**src/shared/fault_qual_pkg.sv**
```systemverilog
package fault_qual_pkg;
  // ----------------------------------------------------------------
  // Timing
  // ----------------------------------------------------------------
  localparam int unsigned CLK_HZ = 100_000_000;
  localparam int unsigned CLK_PERIOD_NS = 10;
  localparam int unsigned ARM_DELAY_MS = 20_000;
  localparam int unsigned RIPPLE_DELAY_MS = 1_500;
  localparam int unsigned STRETCH_MS = 2_400;
  localparam int unsigned CYC_PER_MS = CLK_HZ / 1000;
  localparam int unsigned ARM_DELAY_CYC = ARM_DELAY_MS * CYC_PER_MS;
  localparam int unsigned RIPPLE_DELAY_CYC = RIPPLE_DELAY_MS * CYC_PER_MS;
  localparam int unsigned STRETCH_CYC = STRETCH_MS * CYC_PER_MS;
  localparam int unsigned CNT_W = 32;
  // Glitch filter length in cycles for the cable interlock input
  localparam int unsigned GLITCH_CYC = 16;
  localparam logic [CNT_W-1:0] CNT_ZERO = 32'h0000_0000;
  localparam logic [CNT_W-1:0] CNT_ONE = 32'h0000_0001;
  // ----------------------------------------------------------------
  // Arming sequence
  // ----------------------------------------------------------------
  typedef enum logic [2:0] {
    ARM_OFF = 3'b001,
    ARM_WAIT = 3'b010,
    ARM_ON = 3'b100
  } arm_state_t;
endpackage : fault_qual_pkg

```
**src/shared/delay_if.sv**
```systemverilog
`timescale 1ns/10ps
// Carries one qualifying delay: a level in, a terminal count, a qualified level out
interface delay_if;
  logic level;
  logic [31:0] limit;
  logic qualified;
  modport owner (output level, output limit, input qualified);
  modport timer (input level, input limit, output qualified);
endinterface : delay_if

```
**src/rtl/hold_timer.sv**
```systemverilog
`timescale 1ns/10ps
// Output rises once the input has stayed high for limit cycles; any low resets at once
module hold_timer (
  // Clock and reset
  input wire logic clock,
  input wire logic rst_n,
  // Delay channel
  delay_if.timer dly
);
  import fault_qual_pkg::*;

  logic [CNT_W-1:0] count_r;
  logic [CNT_W-1:0] count_nxt;
  logic done;

  assign done = (count_r >= dly.limit);
  assign count_nxt = !dly.level ? CNT_ZERO : (done ? count_r : count_r + CNT_ONE);
  assign dly.qualified = dly.level && done;

  always_ff @(posedge clock or negedge rst_n) begin
    if (!rst_n) begin
      count_r <= CNT_ZERO;
    end else begin
      count_r <= count_nxt;
    end
  end

  drop_fast_a: assert property (@(posedge clock) disable iff (!rst_n)
    !dly.level |-> ##1 (count_r == CNT_ZERO))
    else $error("delay count not cleared on input low");
endmodule : hold_timer

```
**src/rtl/type1_fault_qualifier.sv**
```systemverilog
`timescale 1ns/10ps
module type1_fault_qualifier #(
  // Terminal counts; overridable so a bench can shorten the seconds-long delays
  parameter int unsigned ARM_CYC = fault_qual_pkg::ARM_DELAY_CYC,
  parameter int unsigned RIPPLE_CYC = fault_qual_pkg::RIPPLE_DELAY_CYC,
  parameter int unsigned STRETCH_LEN = fault_qual_pkg::STRETCH_CYC
) (
  // Clock and reset
  input wire logic clock,
  input wire logic rst_n,
  // Controller sequencing
  input wire logic release_n,
  input wire logic latch_reset_n,
  // Fault sources
  input wire logic air_fault,
  input wire logic ripple_detect,
  input wire logic overvolt_cmp,
  input wire logic module_missing,
  input wire logic cable_loose,
  input wire logic repeat_fault,
  // Qualified outputs
  output logic sense_block_n,
  output logic indicate_blank_n,
  output logic air_ind_green,
  output logic air_ind_red,
  output logic overvolt,
  output logic overvolt_red,
  output logic cable_red,
  output logic imbalance_fault,
  output logic cable_fault,
  output logic turn_off,
  output logic [2:0] arm_state
);
  import fault_qual_pkg::*;

  // ----------------------------------------------------------------
  // Turn-on inhibit
  // ----------------------------------------------------------------
  delay_if arm_ch ();
  delay_if rip_ch ();
  arm_state_t state_r;
  arm_state_t state_nxt;
  logic armed;
  logic indicate_en;

  assign arm_ch.level = release_n;
  assign arm_ch.limit = ARM_CYC;
  hold_timer arm_timer (.clock(clock), .rst_n(rst_n), .dly(arm_ch));

  // Release is held low by the controller while off, so the delay sees it directly
  assign armed = release_n && arm_ch.qualified;
  assign indicate_en = release_n && arm_ch.qualified;

  always_comb begin
    state_nxt = state_r;
    unique case (state_r)
      ARM_OFF: if (release_n) state_nxt = ARM_WAIT;
      ARM_WAIT: if (!release_n) state_nxt = ARM_OFF; else if (arm_ch.qualified) state_nxt = ARM_ON;
      ARM_ON: if (!release_n) state_nxt = ARM_OFF;
      default: state_nxt = ARM_OFF;
    endcase
  end

  // ----------------------------------------------------------------
  // Supply faults
  // ----------------------------------------------------------------
  // Ripple detect already comes from the 2x line band-pass comparator
  assign rip_ch.level = ripple_detect;
  assign rip_ch.limit = RIPPLE_CYC;
  hold_timer rip_timer (.clock(clock), .rst_n(rst_n), .dly(rip_ch));

  logic [4:0] glitch_r;
  logic cable_raw;
  logic cable_filt_r;
  logic air_gated;
  logic air_lat_r;
  logic ov_lat_r;
  logic cable_lat_r;
  logic any_fault;
  logic fault_d_r;
  logic [CNT_W-1:0] stretch_r;
  logic stretching;

  assign cable_raw = module_missing || cable_loose;
  assign air_gated = air_fault && armed;
  assign any_fault = air_gated || imbalance_fault || overvolt || cable_filt_r || repeat_fault;
  assign stretching = (stretch_r != CNT_ZERO);

  // Filter: output follows input only after the input differs from it for GLITCH_CYC cycles
  always_ff @(posedge clock or negedge rst_n) begin
    if (!rst_n) begin
      glitch_r <= 5'h00;
      cable_filt_r <= 1'b0;
    end else if (cable_raw == cable_filt_r) begin
      glitch_r <= 5'h00;
    end else if (glitch_r == 5'(GLITCH_CYC - 1)) begin
      glitch_r <= 5'h00;
      cable_filt_r <= cable_raw;
    end else begin
      glitch_r <= glitch_r + 5'h01;
    end
  end

  // ----------------------------------------------------------------
  // Latches, stretcher and outputs
  // ----------------------------------------------------------------
  always_ff @(posedge clock or negedge rst_n) begin
    if (!rst_n) begin
      state_r <= ARM_OFF;
      air_lat_r <= 1'b0;
      ov_lat_r <= 1'b0;
      cable_lat_r <= 1'b0;
      fault_d_r <= 1'b0;
      stretch_r <= CNT_ZERO;
      sense_block_n <= 1'b0;
      indicate_blank_n <= 1'b0;
      air_ind_green <= 1'b0;
      air_ind_red <= 1'b0;
      overvolt <= 1'b0;
      overvolt_red <= 1'b0;
      cable_red <= 1'b0;
      imbalance_fault <= 1'b0;
      cable_fault <= 1'b0;
      turn_off <= 1'b0;
    end else begin
      state_r <= state_nxt;
      // A fault still present wins over the reset so it retriggers at once
      air_lat_r <= air_gated || (air_lat_r && latch_reset_n);
      ov_lat_r <= overvolt || (ov_lat_r && latch_reset_n);
      cable_lat_r <= cable_filt_r || (cable_lat_r && latch_reset_n);
      fault_d_r <= any_fault;
      if (any_fault && !fault_d_r) begin
        stretch_r <= STRETCH_LEN;
      end else if (stretching) begin
        stretch_r <= stretch_r - CNT_ONE;
      end
      sense_block_n <= armed;
      indicate_blank_n <= indicate_en;
      air_ind_green <= indicate_en && !air_lat_r;
      air_ind_red <= indicate_en && air_lat_r;
      overvolt <= overvolt_cmp;
      overvolt_red <= ov_lat_r;
      cable_red <= cable_lat_r;
      imbalance_fault <= rip_ch.qualified;
      cable_fault <= cable_filt_r;
      turn_off <= any_fault || stretching;
    end
  end

  assign arm_state = state_r;

  // ----------------------------------------------------------------
  // Checks
  // ----------------------------------------------------------------
  blank_dark_a: assert property (@(posedge clock) disable iff (!rst_n)
    !indicate_blank_n |-> !air_ind_green && !air_ind_red)
    else $error("air indicator lit while blanked");
  sense_off_a: assert property (@(posedge clock) disable iff (!rst_n)
    !release_n |=> !sense_block_n)
    else $error("sensing armed while released low");
  air_gate_a: assert property (@(posedge clock) disable iff (!rst_n)
    !sense_block_n && $past(!sense_block_n) |-> !air_lat_r || $past(air_lat_r))
    else $error("air fault latched while blocked");
  ov_follow_a: assert property (@(posedge clock) disable iff (!rst_n)
    overvolt_cmp |=> overvolt ##2 overvolt_red)
    else $error("overvoltage not latched");
  stretch_min_a: assert property (@(posedge clock) disable iff (!rst_n)
    $rose(any_fault) |=> turn_off [*8])
    else $error("turn-off pulse too short");
  arm_hold_a: assert property (@(posedge clock) disable iff (!rst_n)
    state_r == ARM_ON && release_n |=> state_r == ARM_ON)
    else $error("arm state dropped while on");
  rip_short_a: assert property (@(posedge clock) disable iff (!rst_n)
    !ripple_detect |-> ##2 !imbalance_fault)
    else $error("imbalance fault without ripple");
  cable_route_a: assert property (@(posedge clock) disable iff (!rst_n)
    cable_filt_r |=> cable_fault && turn_off ##1 cable_red)
    else $error("cable fault not routed");
endmodule : type1_fault_qualifier

```
**config.mk**
```make
export PLATFORM = sky130hd
export DESIGN_NAME = type1_fault_qualifier
export DESIGN_NICKNAME = d
export VERILOG_FILES = /design/src/shared/fault_qual_pkg.sv /design/src/shared/delay_if.sv /design/src/rtl/hold_timer.sv /design/src/rtl/type1_fault_qualifier.sv
export SDC_FILE = /design/constraint.sdc
export NUM_CORES = 1
export LEC_CHECK = 0
export BUFFER_PORTS_ARGS = -buffer_cell sky130_fd_sc_hd__clkbuf_2
export CELL_PAD_IN_SITES_DETAIL_PLACEMENT = 1
export CELL_PAD_IN_SITES_GLOBAL_PLACEMENT = 1
export CORE_ASPECT_RATIO = 0.7
export CORE_UTILIZATION = 48
export CTS_CLUSTER_DIAMETER = 40
export DETAILED_ROUTE_END_ITERATION = 16
export PLACE_DENSITY_LB_ADDON = 0.1
export SETUP_SLACK_MARGIN = 0.5
export SLEW_MARGIN = 20
export SYNTH_ARGS = -nofsm -noshare
export SYNTH_HDL_FRONTEND = slang
export SYNTH_SLANG_ARGS = --single-unit
```
**constraint.sdc**
```tcl
create_clock -name clock -period 2.5 [get_ports clock]
set_input_delay 0 -clock clock [delete_from_list [all_inputs] [get_ports clock]]
set_output_delay 0 -clock clock [all_outputs]
set_load 0.1 [all_outputs]
```
After elaboration in Yosys (flattened, before gate mapping)
Index checks and enable logic that the tools add are counted.

Register bits: 118. Word-level logic and storage cells: 74. Input bits: 10. Output and inout port bits: 13.

Add/sub/neg operators: 4. Eq/ne operators: 10. Order comparisons: 2. Mux-type cells: 13. Reductions and logical operators: 25. Bitwise gates (word level): 1.

Operators with widths (count): 32-bit two-way mux (6); 32-bit by 1-bit adder with 32-bit output, second input constant (2); 32-bit by 28-bit greater-or-equal comparator with 1-bit output, second input constant (1); 32-bit by 31-bit greater-or-equal comparator with 1-bit output, second input constant (1); 32-bit nonzero test (1); 32-bit by 1-bit subtractor with 32-bit output, second input constant (1); 3-bit two-way mux (4); 1-bit logical AND (10); 5-bit two-way mux (2); 1-bit logical OR (9); 3-bit one-hot mux with 3 select lines (1); 2-bit inequality test, second input constant (4); 5-bit by 1-bit adder with 5-bit output, second input constant (1); 5-bit by 4-bit == test with 1-bit output, second input constant (1); 3-bit by 1-bit == test with 1-bit output, second input constant (1); 3-bit by 2-bit == test with 1-bit output, second input constant (1); 3-bit == test, second input constant (1); 3-bit inequality test, second input constant (1); 3-bit AND reduction (1); 1-bit zero test (2); 2-bit AND reduction (1); 2-bit nonzero test (1); 1-bit == test (1); 1-bit inverter (1).

Depth between registers and ports, before layout
Word-level depth: 10. Mapped depth: 9. Depth with buffers taken out: 8.

Modules after synthesis
A second synthesis with hierarchy kept.

Cell total of the unflattened synthesis: 868. Area, all modules: 7840.0 um^2.

By module, submodules not included: hold_timer (times used 2, cells an instance 305, area an instance 2620.0 um^2, sequential area each 800.8 um^2); type1_fault_qualifier (times used 1, cells an instance 258, area an instance 2600.0 um^2, sequential area each 1352.5 um^2).

Worst setup path after synthesis
Ideal clock, no wire load.

Path type: reg2reg. Start point: register arm_timer.count_r[19]. End point: register arm_timer.count_r[25]. Library setup time: 0.136 ns. Stages on the path, launching flop included: 10. Path buffers: 3. Setup slack: 0.180 ns. Arrival time: 2.184 ns. Clock period less this slack: 2.320 ns. Required time: 2.364 ns. Cells stage by stage: dfrtp_1 -> buf_6 -> a2111oi_4 -> o31ai_1 -> a221o_1 -> buf_6 -> or3_1 -> buf_2 -> o311ai_1 -> o41ai_1.

Word-level cells in the longest chain between the ends: 3. Elaborated cells between the ends (all ways): 5. Those cells by class: add/sub: 1; order compare: 1; eq/ne: 1; mux: 2.

RTL lines: start: declaration (RTL line hold_timer.sv:12) `logic [CNT_W-1:0] count_r;`; start signal: assignment (RTL line hold_timer.sv:24) `count_r <= count_nxt;`; 32-bit by 1-bit adder with 32-bit output (RTL line hold_timer.sv:17) `assign count_nxt = !dly.level ? CNT_ZERO : (done ? count_r : count_r + CNT_ONE);`; 32-bit two-way mux (2 in series) (RTL line hold_timer.sv:17).

Several ways; a longest one is shown, not always the timed one. The select of a mux whose other input is x is not followed. A chain may end at the register's enable or synchronous reset.

Worst setup path in the final report
Start point: register arm_timer.count_r[24]. End point: register stretch_r[21].

Word-level cells in the longest chain between the ends: 10. Elaborated cells between the ends (all ways): 11. Those cells by class: order compare: 1; mux: 1; reduce/logical: 9.

RTL lines: 32-bit by 31-bit greater-or-equal comparator with 1-bit output (*) (RTL line hold_timer.sv:16) `assign done = (count_r >= dly.limit);`; 1-bit logical AND (*) (RTL line hold_timer.sv:18) `assign dly.qualified = dly.level && done;`; 1-bit logical AND (*) (RTL line type1_fault_qualifier.sv:51) `assign armed = release_n && arm_ch.qualified;`; 1-bit logical AND (*) (RTL line type1_fault_qualifier.sv:85) `assign air_gated = air_fault && armed;`; 1-bit logical OR (*) (4 in series) (RTL line type1_fault_qualifier.sv:86) `assign any_fault = air_gated || imbalance_fault || overvolt || cable_filt_r || repeat_fault;`; 1-bit logical AND (*) (RTL line type1_fault_qualifier.sv:132) `if (any_fault && !fault_d_r) begin`; 32-bit two-way mux or 2-bit nonzero test (tied branches); end signal: assignment (RTL line type1_fault_qualifier.sv:135) `stretch_r <= stretch_r - CNT_ONE;`; end: declaration (RTL line type1_fault_qualifier.sv:81) `logic [CNT_W-1:0] stretch_r;`.

Every way passes the cells marked *; elsewhere a longest branch is shown, timed or not.

==> run metrics <==
status complete, no violations; most instantiated flip-flop cell in the synthesis netlist sky130_fd_sc_hd__dfrtp_1; routed via count divided by cell count 6.689; overall routing resource usage 32.29%; relative slew slack 52.85%; number of design-rule violations left by the first detailed-router iteration 552; post-synth cell types 52; weighted congestion reported at the end of routability-driven placement 0.8155; H-Tree Depth 4; largest net degree at the start of global routing 51; clk sinks 118; Std-Cell Rows 33; CTS root buf sky130_fd_sc_hd__clkbuf_16; Clock transition at path regs 0.07 ns; Mapped Avg Cell Area 9.484 µm²; vias in the first global route 5782; max capacitance violation total 0; endpoint type of the worst setup path flip-flop; critical path start-end classification reg2reg; Synth top area share 49.87%; initial antenna violation count 0; Synth Instances 619; overall die area 0.01268 mm²; Floorplan Core Area 0.01181 mm²; top cells by area in the synthesized netlist sky130_fd_sc_hd__dfrtp_1 50%, sky130_fd_sc_hd__xnor2_1 7.3%, sky130_fd_sc_hd__nor2_1 5.3%; Design Area, Final 0.008591 mm²; fraction of the yosys area taken by sequential cells 50.32%; drt drc 0; number of synthesized flops with an enable pin 0; die width 134.2 µm; transition time of the tightest slew-check pin 0.7073 ns; maximum buffer depth of the clock tree 2; count of state elements after synthesis 118; Tcrit/Tclk final 99.53%; n_diodes 0; Total Nets Final 758; residual antenna-violating net count after detailed routing 0; post-route minimum period 2.488 ns; half-perimeter wire length after placement 10.36 mm; detailed-route via count 6100; upper clock frequency limit 0.4019 GHz; share of flip-flops with an asynchronous set or reset 100.0%; power per unit of standard cell area 646.2 mW/mm²; setup repair after global routing missed its margin true; static power due to leakage 3.499 nW; layout cells sized above 1 40.40%; top library cells by usage in the layout, fill and taps aside 102 x sky130_fd_sc_hd__dfrtp_1, 74 x sky130_fd_sc_hd__buf_4, 71 x sky130_fd_sc_hd__nor2_1; cell area after technology mapping 0.005871 mm²; mean routed wirelength per cell 29.38 µm; Max rail drop VDD 0.0006182 V; arrival time of data at the critical path endpoint 2.78 ns; worst-case clock skew 0.01609 ns; effective utilization at floorplan 49.71%; Layout area overhead 46.33%; number of detailed-route iterations in the first pass 6; final setup violation count 0; most area-hungry cell type in the Yosys netlist sky130_fd_sc_hd__dfrtp_1; largest fanout on the critical path 6; height of the die 94.53 µm; Mapped Nets 635; kind of start point of the critical path flip-flop; # IOs 23; clock tree from TritonCTS done; number of pins with negative max-slew slack in the final report 0; grt total ovfl 0; first-pass GRT wire length 31.01 mm; worst hold-check path type in2reg; total detailed-routing wirelength 26.80 mm; total power draw 0.005551 W; utilization of the core after routing 72.75%; final hold violation count 0; count of buffers from port buffering 22; commonest non-fill, non-tap cell in the layout sky130_fd_sc_hd__dfrtp_1; cts bufs inserted 17; Worst EP required 2.79 ns; Post-Place Cell Area 0.006435 mm²; clock insertion delay at the later pin of the skew report 0.43 ns; count of warnings emitted by yosys 0
[path summary, 6_finish.rpt]
check / start / to / slack [ns] / cells past startpoint
min in group asynchronous: rst_n / arm_timer.count_r[16]$_DFFE_PN0P_ / 0.15 / 2
max reg2reg: arm_timer.count_r[24]$_DFFE_PN0P_ / stretch_r[21]$_DFFE_PN0P_ / 0.01 / 8
min: ripple_detect / rip_timer.count_r[6]$_DFFE_PN0N_ / 0.12 / 3
max in group asynchronous: rst_n / rip_timer.count_r[26]$_DFFE_PN0N_ / 1.56 / 3
min reg2reg: cable_lat_r$_DFF_PN0_ / cable_red$_DFF_PN0_ / 0.40 / 0
max: arm_timer.count_r[24]$_DFFE_PN0P_ / stretch_r[21]$_DFFE_PN0P_ / 0.01 / 8
[cell type report]
class	count	area, µm²
Multi-Input combinational cell	453	3700
Fill cell	1191	3218
Sequential cell	118	2973
Timing Repair Buffer	125	1023
Clock buffer	17	425.4
Tap cell	157	196.4
Clock inverter	15	167.7
Inverter	27	105.1
[through the flow]
step,hold slack (ns),worst slack (ns),TNS [ns],cells
after floorplan,-0.2956,0.2696,0,619
after global placement,0.07620,0.1846,0,794
after detailed placement,0.07436,0.1179,0,794
after CTS,0.03187,0.2427,0,872
after global routing,0.1489,-0.02462,-0.06822,912
final,0.1223,0.01179,0,912
[sequential cells by signal, indices dropped and copies added (netlist names), 3 cells and up]
register	flops
arm_timer.count_r	32
glitch_r	5
rip_timer.count_r	32
arm_state	3
stretch_r	32
[critical path, stage by stage, from the launching register on]
cell and delay (ns):
sky130_fd_sc_hd__dfrtp_1 0.48, sky130_fd_sc_hd__nand3_1 0.28, sky130_fd_sc_hd__nor4bb_1 0.45, sky130_fd_sc_hd__a221o_2 0.32, sky130_fd_sc_hd__buf_4 0.16, sky130_fd_sc_hd__a31oi_4 0.13, sky130_fd_sc_hd__nor2_4 0.23, sky130_fd_sc_hd__buf_6 0.19
sky130_fd_sc_hd__nor2_1 0.10
[cell usage after synthesis, types with 2 or more instances]
| library cell | count |
|---|---|
| sky130_fd_sc_hd__o21ai_0 | 11 |
| sky130_fd_sc_hd__inv_1 | 27 |
| sky130_fd_sc_hd__a31oi_1 | 2 |
| sky130_fd_sc_hd__a211oi_1 | 3 |
| sky130_fd_sc_hd__a21oi_1 | 26 |
| sky130_fd_sc_hd__xor2_1 | 11 |
| sky130_fd_sc_hd__o31ai_1 | 4 |
| sky130_fd_sc_hd__nor4_1 | 23 |
| sky130_fd_sc_hd__or4_1 | 6 |
| sky130_fd_sc_hd__nor3_1 | 33 |
| sky130_fd_sc_hd__o41ai_1 | 2 |
| sky130_fd_sc_hd__nand3_1 | 29 |
| sky130_fd_sc_hd__nand4_1 | 13 |
| sky130_fd_sc_hd__nor2b_1 | 3 |
| sky130_fd_sc_hd__or3_1 | 16 |
| sky130_fd_sc_hd__or2_2 | 2 |
| sky130_fd_sc_hd__and4_1 | 3 |
| sky130_fd_sc_hd__buf_6 | 2 |
| sky130_fd_sc_hd__nand4b_1 | 2 |
| sky130_fd_sc_hd__o311ai_1 | 2 |
| sky130_fd_sc_hd__nor3_2 | 2 |
| sky130_fd_sc_hd__nor3b_1 | 4 |
| sky130_fd_sc_hd__and2_1 | 11 |
| sky130_fd_sc_hd__o211ai_1 | 3 |
| sky130_fd_sc_hd__dfrtp_1 | 117 |
| sky130_fd_sc_hd__buf_2 | 3 |
| sky130_fd_sc_hd__ha_1 | 6 |
| sky130_fd_sc_hd__xnor2_1 | 49 |
| sky130_fd_sc_hd__nor4b_1 | 2 |
| sky130_fd_sc_hd__nand2_1 | 51 |
| sky130_fd_sc_hd__mux2i_1 | 8 |
| sky130_fd_sc_hd__a21o_1 | 5 |
| sky130_fd_sc_hd__clkbuf_1 | 18 |
| sky130_fd_sc_hd__and3_1 | 12 |
| sky130_fd_sc_hd__nor2_1 | 83 |
| sky130_fd_sc_hd__nand2b_1 | 7 |
| sky130_fd_sc_hd__a31o_2 | 3 |
[power by group]
group	switching, W	internal (W)	total [W]	leakage [nW]
registers	0.000240	0.00203	0.00227	1.49
logic	0.000435	0.000283	0.000718	1.72
clock network	0.00107	0.00149	0.00256	0.286
total	0.00175	0.00380	0.00555	3.50
[metal layers]
metal	part of all wire, %	wire length, µm	global-route usage [%]	vias to the layer above
met3	7.3	1950	5.797	151
met5	0	0	0	-
met4	5.7	1517	15.45	0
met2	50	13320	54.88	405
li1	-	-	-	2426
met1	37	10010	40.32	3118
[timing repair]
item,CTS,global route
setup buffers,36,37
setup endpoints to repair,95,98
endpoints found under the hold margin,52,0
resized for setup,76,115
cloned,3,3
pin swaps,31,66
hold buffers,7,0
[logic make-up after synthesis]
logic type,share of synthesized area [%]
AO/OA/AOI/OAI,8.035
XOR/XNOR,8.951
adder cells (fa/ha/maj),1.279
buffers and inverters,3.730
flip-flops,50.32
multiplexers,1.364
AND/OR/NAND/NOR,26.32
No activity file was read; power rests on OpenSTA's default activity.
